File: src/board_info_pkg.sv
package board_info_pkg;

    // ----------------------------------------------------------------
    // register indices (byte address is four times the index)
    // ----------------------------------------------------------------
    localparam logic [11:0] idx_board_command          = 12'h000;
    localparam logic [11:0] idx_driver_library_version = 12'h4b0;
    localparam logic [11:0] idx_kernel_driver_version  = 12'h4ba;
    localparam logic [11:0] idx_driver_kind            = 12'h4c4;
    localparam logic [11:0] idx_interrupt_line_used    = 12'h8fc;

    // ----------------------------------------------------------------
    // command codes and field limits
    // ----------------------------------------------------------------
    localparam logic [31:0] enter_low_power_cmd  = 32'h0000001e;
    localparam logic [31:0] full_board_reset_cmd = 32'h00000000;
    localparam logic [31:0] command_reset_value  = 32'h00000000;
    localparam logic [2:0]  driver_kind_max      = 3'h7;
    localparam logic [31:0] unmapped_read_value  = 32'h00000000;

    typedef enum logic [0:0] {
        mode_normal     = 1'b0,
        mode_power_down = 1'b1
    } power_mode_e;

    typedef struct packed {
        logic        wr;
        logic        rd;
        logic [11:0] index;
        logic [31:0] wdata;
    } reg_req_s;

    typedef struct packed {
        power_mode_e mode;
        logic [31:0] command;
        logic        mem_valid;
        logic        cfg_reset;
        logic [31:0] rdata;
    } state_s;

endpackage

File: src/board_info_and_power_command.sv
// What this block does
// - read-only register shows the interrupt line assigned to the board.
// - read-only register shows driver kind code, range zero to seven.
// - read-only register returns the user-level driver library version.
// - read-only register returns the kernel driver version in use.
// - command register is readable and writable, selecting board-wide actions.
// - writing thirty enters power-down mode with reduced consumption.
// - power-down is left on reset command or start of acquisition.
// - power-down entry or reset marks all on-board memory contents invalid.
// - writing zero performs combined software and hardware board reset.
// - reset command restores every configuration setting to default.
`timescale 1ns/1ns
module board_info_and_power_command
    import board_info_pkg::*;
(
    // clock and reset
    input  wire logic        mclk,
    input  wire logic        srst,
    // register port
    input  wire reg_req_s    req,
    output logic [31:0]      rdata,
    // board information inputs, static from the driver side
    input  wire logic [7:0]  irq_line,
    input  wire logic [2:0]  drv_kind,
    input  wire logic [31:0] lib_version,
    input  wire logic [31:0] kernel_version,
    // acquisition and board control
    input  wire logic        acq_start,
    input  wire logic        mem_written,
    output logic             power_down,
    output logic             mem_valid,
    output logic             cfg_reset
);


    // ----------------------------------------------------------------
    // register map
    // ----------------------------------------------------------------
    localparam int reg_count = 5;

    localparam int slot_board_command          = 0;
    localparam int slot_driver_library_version = 1;
    localparam int slot_kernel_driver_version  = 2;
    localparam int slot_driver_kind            = 3;
    localparam int slot_interrupt_line_used    = 4;

    // table order must follow the slot numbers above
    localparam logic [11:0] reg_index_table [reg_count] = '{
        idx_board_command,
        idx_driver_library_version,
        idx_kernel_driver_version,
        idx_driver_kind,
        idx_interrupt_line_used
    };

    // ----------------------------------------------------------------
    // state
    // ----------------------------------------------------------------
    state_s s_q;
    state_s s_d;

    // ----------------------------------------------------------------
    // decode signals
    // ----------------------------------------------------------------
    logic                 command_write;
    logic                 power_down_request;
    logic                 board_reset_request;
    logic                 command_ignored;
    logic                 power_down_now;
    logic                 wake_request;

    // ----------------------------------------------------------------
    // read path signals
    // ----------------------------------------------------------------
    logic [reg_count-1:0] read_hit;
    logic [31:0]          read_value [reg_count];
    logic [31:0]          read_word;

    // ----------------------------------------------------------------
    // command decode
    // ----------------------------------------------------------------
    // only the command register is writable; writes elsewhere fall away
    assign command_write = req.wr && (req.index == idx_board_command);

    assign power_down_request = command_write
                              && (req.wdata == enter_low_power_cmd);

    assign board_reset_request = command_write
                               && (req.wdata == full_board_reset_cmd);

    assign command_ignored = command_write
                           && !power_down_request
                           && !board_reset_request;

    assign power_down_now = (s_q.mode == mode_power_down);

    assign wake_request = acq_start && power_down_now;

    // ----------------------------------------------------------------
    // read values, one per slot
    // ----------------------------------------------------------------
    assign read_value[slot_board_command] = s_q.command;

    assign read_value[slot_driver_library_version] = lib_version;

    assign read_value[slot_kernel_driver_version] = kernel_version;

    // the code is clipped to its documented range of zero to seven
    assign read_value[slot_driver_kind] = {29'h0, drv_kind & driver_kind_max};

    assign read_value[slot_interrupt_line_used] = {24'h0, irq_line};

    // ----------------------------------------------------------------
    // address match, one comparator per register
    // ----------------------------------------------------------------
    genvar g;
    generate
        for (g = 0; g < reg_count; g++) begin : g_read_hit
            assign read_hit[g] = req.rd && (req.index == reg_index_table[g]);
        end
    endgenerate

    // ----------------------------------------------------------------
    // read select
    // ----------------------------------------------------------------
    // indices are distinct, so at most one hit is ever set
    always_comb begin
        read_word = unmapped_read_value;
        for (int i = 0; i < reg_count; i++) begin
            if (read_hit[i]) begin
                read_word = read_value[i];
            end
        end
    end

    // ----------------------------------------------------------------
    // next state
    // ----------------------------------------------------------------
    always_comb begin
        s_d = s_q;

        // pulse lasts one cycle unless a new reset command arrives
        s_d.cfg_reset = 1'b0;

        // read data stands for one cycle only, then falls back to idle
        s_d.rdata = read_word;

        // fill first, so a power-down or reset command in the same cycle still clears validity
        if (mem_written) begin
            s_d.mem_valid = 1'b1;
        end

        // a start leaves power-down; the memory stays invalid until refilled
        if (wake_request) begin
            s_d.mode = mode_normal;
        end

        if (power_down_request) begin
            s_d.command   = req.wdata;
            s_d.mode      = mode_power_down;
            s_d.mem_valid = 1'b0;
        end

        if (board_reset_request) begin
            s_d.command   = req.wdata;
            s_d.mode      = mode_normal;
            s_d.mem_valid = 1'b0;
            s_d.cfg_reset = 1'b1;
        end

        if (command_ignored) begin
            s_d.command = s_q.command;
        end
    end

    // ----------------------------------------------------------------
    // state register
    // ----------------------------------------------------------------
    always_ff @(posedge mclk) begin
        if (srst) begin
            s_q.mode      <= mode_normal;
            s_q.command   <= command_reset_value;
            s_q.mem_valid <= 1'b0;
            s_q.cfg_reset <= 1'b1;
            s_q.rdata     <= unmapped_read_value;
        end else begin
            s_q <= s_d;
        end
    end

    // ----------------------------------------------------------------
    // outputs
    // ----------------------------------------------------------------
    assign rdata = s_q.rdata;

    // low-power gating elsewhere on the board keys off this level
    assign power_down = (s_q.mode == mode_power_down);

    // readout and replay logic must refuse data while this is low
    assign mem_valid = s_q.mem_valid;

    // pulse lets every configuration register on the board return to default
    assign cfg_reset = s_q.cfg_reset;

endmodule

File: config.mk
export PLATFORM = sky130hd
export DESIGN_NAME = board_info_and_power_command
export DESIGN_NICKNAME = d
export VERILOG_FILES = /design/src/board_info_pkg.sv /design/src/board_info_and_power_command.sv
export SDC_FILE = /design/constraint.sdc
export NUM_CORES = 1
export LEC_CHECK = 0
export BUFFER_PORTS_ARGS = -buffer_cell sky130_fd_sc_hd__buf_2
export CORE_MARGIN = 3
export CORE_UTILIZATION = 45
export CTS_CLUSTER_SIZE = 24
export DETAILED_ROUTE_END_ITERATION = 7
export PLACE_DENSITY_LB_ADDON = 0.1
export RECOVER_POWER = 50
export SYNTH_ARGS = -nofsm -noshare
export SYNTH_HDL_FRONTEND = slang
export SYNTH_SLANG_ARGS = --single-unit
File: constraint.sdc
create_clock -name mclk -period 2.8 [get_ports mclk]
set_input_delay 0.42 -clock mclk [delete_from_list [all_inputs] [get_ports mclk]]
set_output_delay 0.42 -clock mclk [all_outputs]
set_load 0.02 [all_outputs]
==> results by group <==
Outcome
  • Status: finished, final reports clean

GRT
  • Largest net degree at the start of global routing: 30
  • Aggregate global-route resource usage: 22.6%
  • First-pass GRT wire length: 13.0 mm
  • Initial antenna violation count: 0
  • Vias in the first global route: 2772
  • Grt total ovfl: 0

Power and ir drop
  • Combinational Power Share: 7.3%
  • Internal Pwr Total: 1.65 mW
  • Clock power frac: 47.3%
  • PD cells: 546 mW/mm^2
  • Register share of total power: 45.4%
  • Peak VDD IR: 0.389 mV
  • Sw Share: 21.6%
  • Leak: 1.60 nW
  • Total Power: 2.10 mW
  • Sw Pwr: 0.453 mW

Setup path
  • CP max FO: 24
  • R2R Setup Slk: 1870 ps
  • Crit path capture type: flip-flop
  • Reg-to-Reg Start: read_value[129]
  • Worst Setup Path Type: in -> reg
  • R2R depth: 3
  • Required time worst endpoint: 3010 ps
  • CP startpoint kind: input port
  • Worst Path Arrival: 2570 ps
  • Reg-to-reg endpoint: rdata[1]

Yosys
  • Number of enable flip-flop cells after synthesis: 0
  • Xor/xnor cell area share of the yosys netlist: 0%
  • Synth Net Count: 421
  • Post-synth cell types: 44
  • Synth async-reset ratio: 0%
  • Synth Area in Simple Gates: 32.1%
  • Commonest register cell after synthesis: dfxtp_1
  • Mux contribution to synthesized area: 0%
  • Synth top area share: 47.5%
  • #FFs+latches synth: 67
  • Syn_area_per_cell: 9.55 um^2
  • Post-synthesis sequential area ratio: 47.5%
  • Post-synthesis compound-gate area fraction: 16.2%
  • Post-Synthesis Cells: 296
  • Largest area contributor in the netlist: dfxtp_1
  • Post-synthesis adder-cell area fraction: 0%
  • Synth Warn #: 0
  • Synth top area cells: dfxtp_1, a221oi_1, and2_1
  • Mapped cell area: 0.00283 mm^2
  • Largest family of logic cells by synthesized area: simple AND/OR/NAND/NOR gates

Routing
  • Final WL: 8.21 mm
  • Pre-Repair DR Iteration Count: 4
  • Drc violations: 0
  • Metal-1 WL: 3.39 mm
  • 1st-iter DRT viols: 104
  • Max layer used: met4
  • Vias: 2922
  • Metal2 WL: 3.89 mm
  • Drt wl/cell: 15.4 um
  • WL met3: 825 um
  • Antenna Violating Nets Remaining: 0
  • Vias per Instance: 5.49

Clock network
  • Postcts setup bufs: 0
  • H-tree depth: 3
  • Clock insertion delay at the later pin of the skew report: 340 ps
  • CTS hold repair buffers: 0
  • CTS Buffer Depth: 2
  • # clock sinks: 67
  • CTS clk-pin slew, worst paths: 80 ps
  • Clock tree from TritonCTS: yes
  • # resized after CTS: 0
  • CTS Buf Count: 9
  • Root buffer cell: clkbuf_8

Timing
  • RSZ-0062 raised after global routing: false
  • Slew HR: 38.0%
  • Pins over their slew limit: 0
  • Final Hold Vio Count: 0
  • Fmax: 423 MHz
  • Final setup violation count: 0
  • Clk_skew: 5.71 ps
  • Setup TNS: 0 ps
  • Period minus WS final: 2370 ps
  • Setup ws final: 434 ps
  • Fin Hold WS: 278 ps
  • Worst-margin pin slew: 930 ps
  • Final period utilization: 84.5%

Final layout
  • Post-route insts no fill: 532
  • Area of the multi-input gates: 0.00135 mm^2
  • Fill cell total of the finished layout: 543
  • Fin util: 64.2%
  • Ant. Diodes: 0
  • Share of layout cells above drive strength 1: 34.1%
  • Nets: 577
  • Final Cell Area: 0.00385 mm^2
  • Reg area: 0.00134 mm^2
  • Area growth, synth to finish: 36.1%

Flow run
  • Max Cap Viol: 0

Die
  • Std-Cell Rows: 28
  • Height of the die: 85.3 um
  • Die X: 85.3 um
  • IO Count: 160
  • Initial core utilization: 47.2%
  • Core ar.: 0.00599 mm^2
  • Die footprint: 0.00727 mm^2

Worst hold path
  • WHS Path Cells: 2
  • WHS Endpoint: mem_valid
  • Worst min path class: in -> reg
  • Hold Crit Start: mem_written

Placement
  • Port Buffers: 159
  • Instance area at placement: 0.00366 mm^2
  • Final GP Congestion: 0.861
  • Dpl hpwl: 6.18 mm
  • Dpl ws: 249 ps
  • DP Cell Count: 516
## how the worst max path moves through the flow
stage | from | end | slack (ps) | cells past startpoint
2_1_floorplan | req[41] | rdata[11] | 760 | 7
3_3_place_gp | req[32] | read_value[145] | 270 | 6
3_5_place_dp | req[32] | read_value[144] | 250 | 6
4_1_cts | req[32] | read_value[144] | 600 | 6
5_1_grt | req[41] | rdata[14] | 280 | 7
6_report | req[41] | rdata[14] | 430 | 7
## placed cells by master, fill, tap and decap left out, types with 4 or more instances in the layout
cell	Yosys	layout
a21oi_1	5	4
a221oi_1	24	24
a22o_1	5	5
a311oi_1	5	5
and2_1	30	30
buf_2	4	124
buf_4	3	7
clkbuf_1	11	35
clkbuf_8	0	10
dfxtp_1	67	67
nand3_1	5	5
nand4_1	16	16
nor2_1	38	38
nor3_1	28	28
nor4_1	9	9
o21a_1	6	6
## layer usage
| metal | vias up | track usage, % |
|---|---|---|
| met5 | - | 0 |
| met4 | 0 | 7.48 |
| met3 | 12 | 6.41 |
| met2 | 149 | 37.6 |
| met1 | 1328 | 28.1 |
| li1 | 1433 | - |
## cell families (layout without fill, tap and decap cells)
logic type	Yosys count	in the layout
AO/OA/AOI/OAI	55	55
flip-flops	67	67
AND/OR/NAND/NOR	151	151
buffers and inverters	23	184
## sequential cells by signal (all words and copies together) (netlist names)
name	count
mem_valid	1
power_down	1
cfg_reset	1
rdata	32
read_value	32
## power by group through the flow
stage | clock (mW) | sequential (mW) | combinational (mW)
after floorplan | 0 | 0.979 | 0.0462
after global placement | 0 | 0.977 | 0.153
after detailed placement | 0 | 0.977 | 0.156
after CTS | 1.00 | 0.954 | 0.156
after global routing | 1.05 | 0.954 | 0.170
final | 0.994 | 0.955 | 0.153
## area by class of cell
type,count,share of cell area (%)
clock buffers,10,3.58
clock inverters,6,2.93
inverters,1,0.0976
multi-input cells,206,35.1
flip-flops and latches,67,34.9
well taps,75,2.44
repair buffers,167,21.0
## worst max-delay path: stages
cell and delay, ps:
buf_2 100, or4b_1 690, nand4bb_1 370, a21oi_4 310, or2_1 140, clkbuf_2 400
nor3_1 140
## synth_stat cells, types with 2 or more instances
cell type / count
and2_1: 30
nor2b_1: 3
buf_4: 3
dfxtp_1: 67
buf_2: 4
buf_6: 2
clkbuf_1: 11
o22ai_1: 2
a221oi_1: 24
a22oi_1: 2
clkbuf_2: 2
a21oi_1: 5
o21a_1: 6
nor2_1: 38
nand4_1: 16
a311oi_1: 5
a41oi_1: 2
nor3_1: 28
a22o_1: 5
nor4_1: 9
nor4_2: 2
nand3_1: 5
nand2_1: 2
a311o_1: 2
nand2b_1: 2
Power figures use the tool's default switching activity.
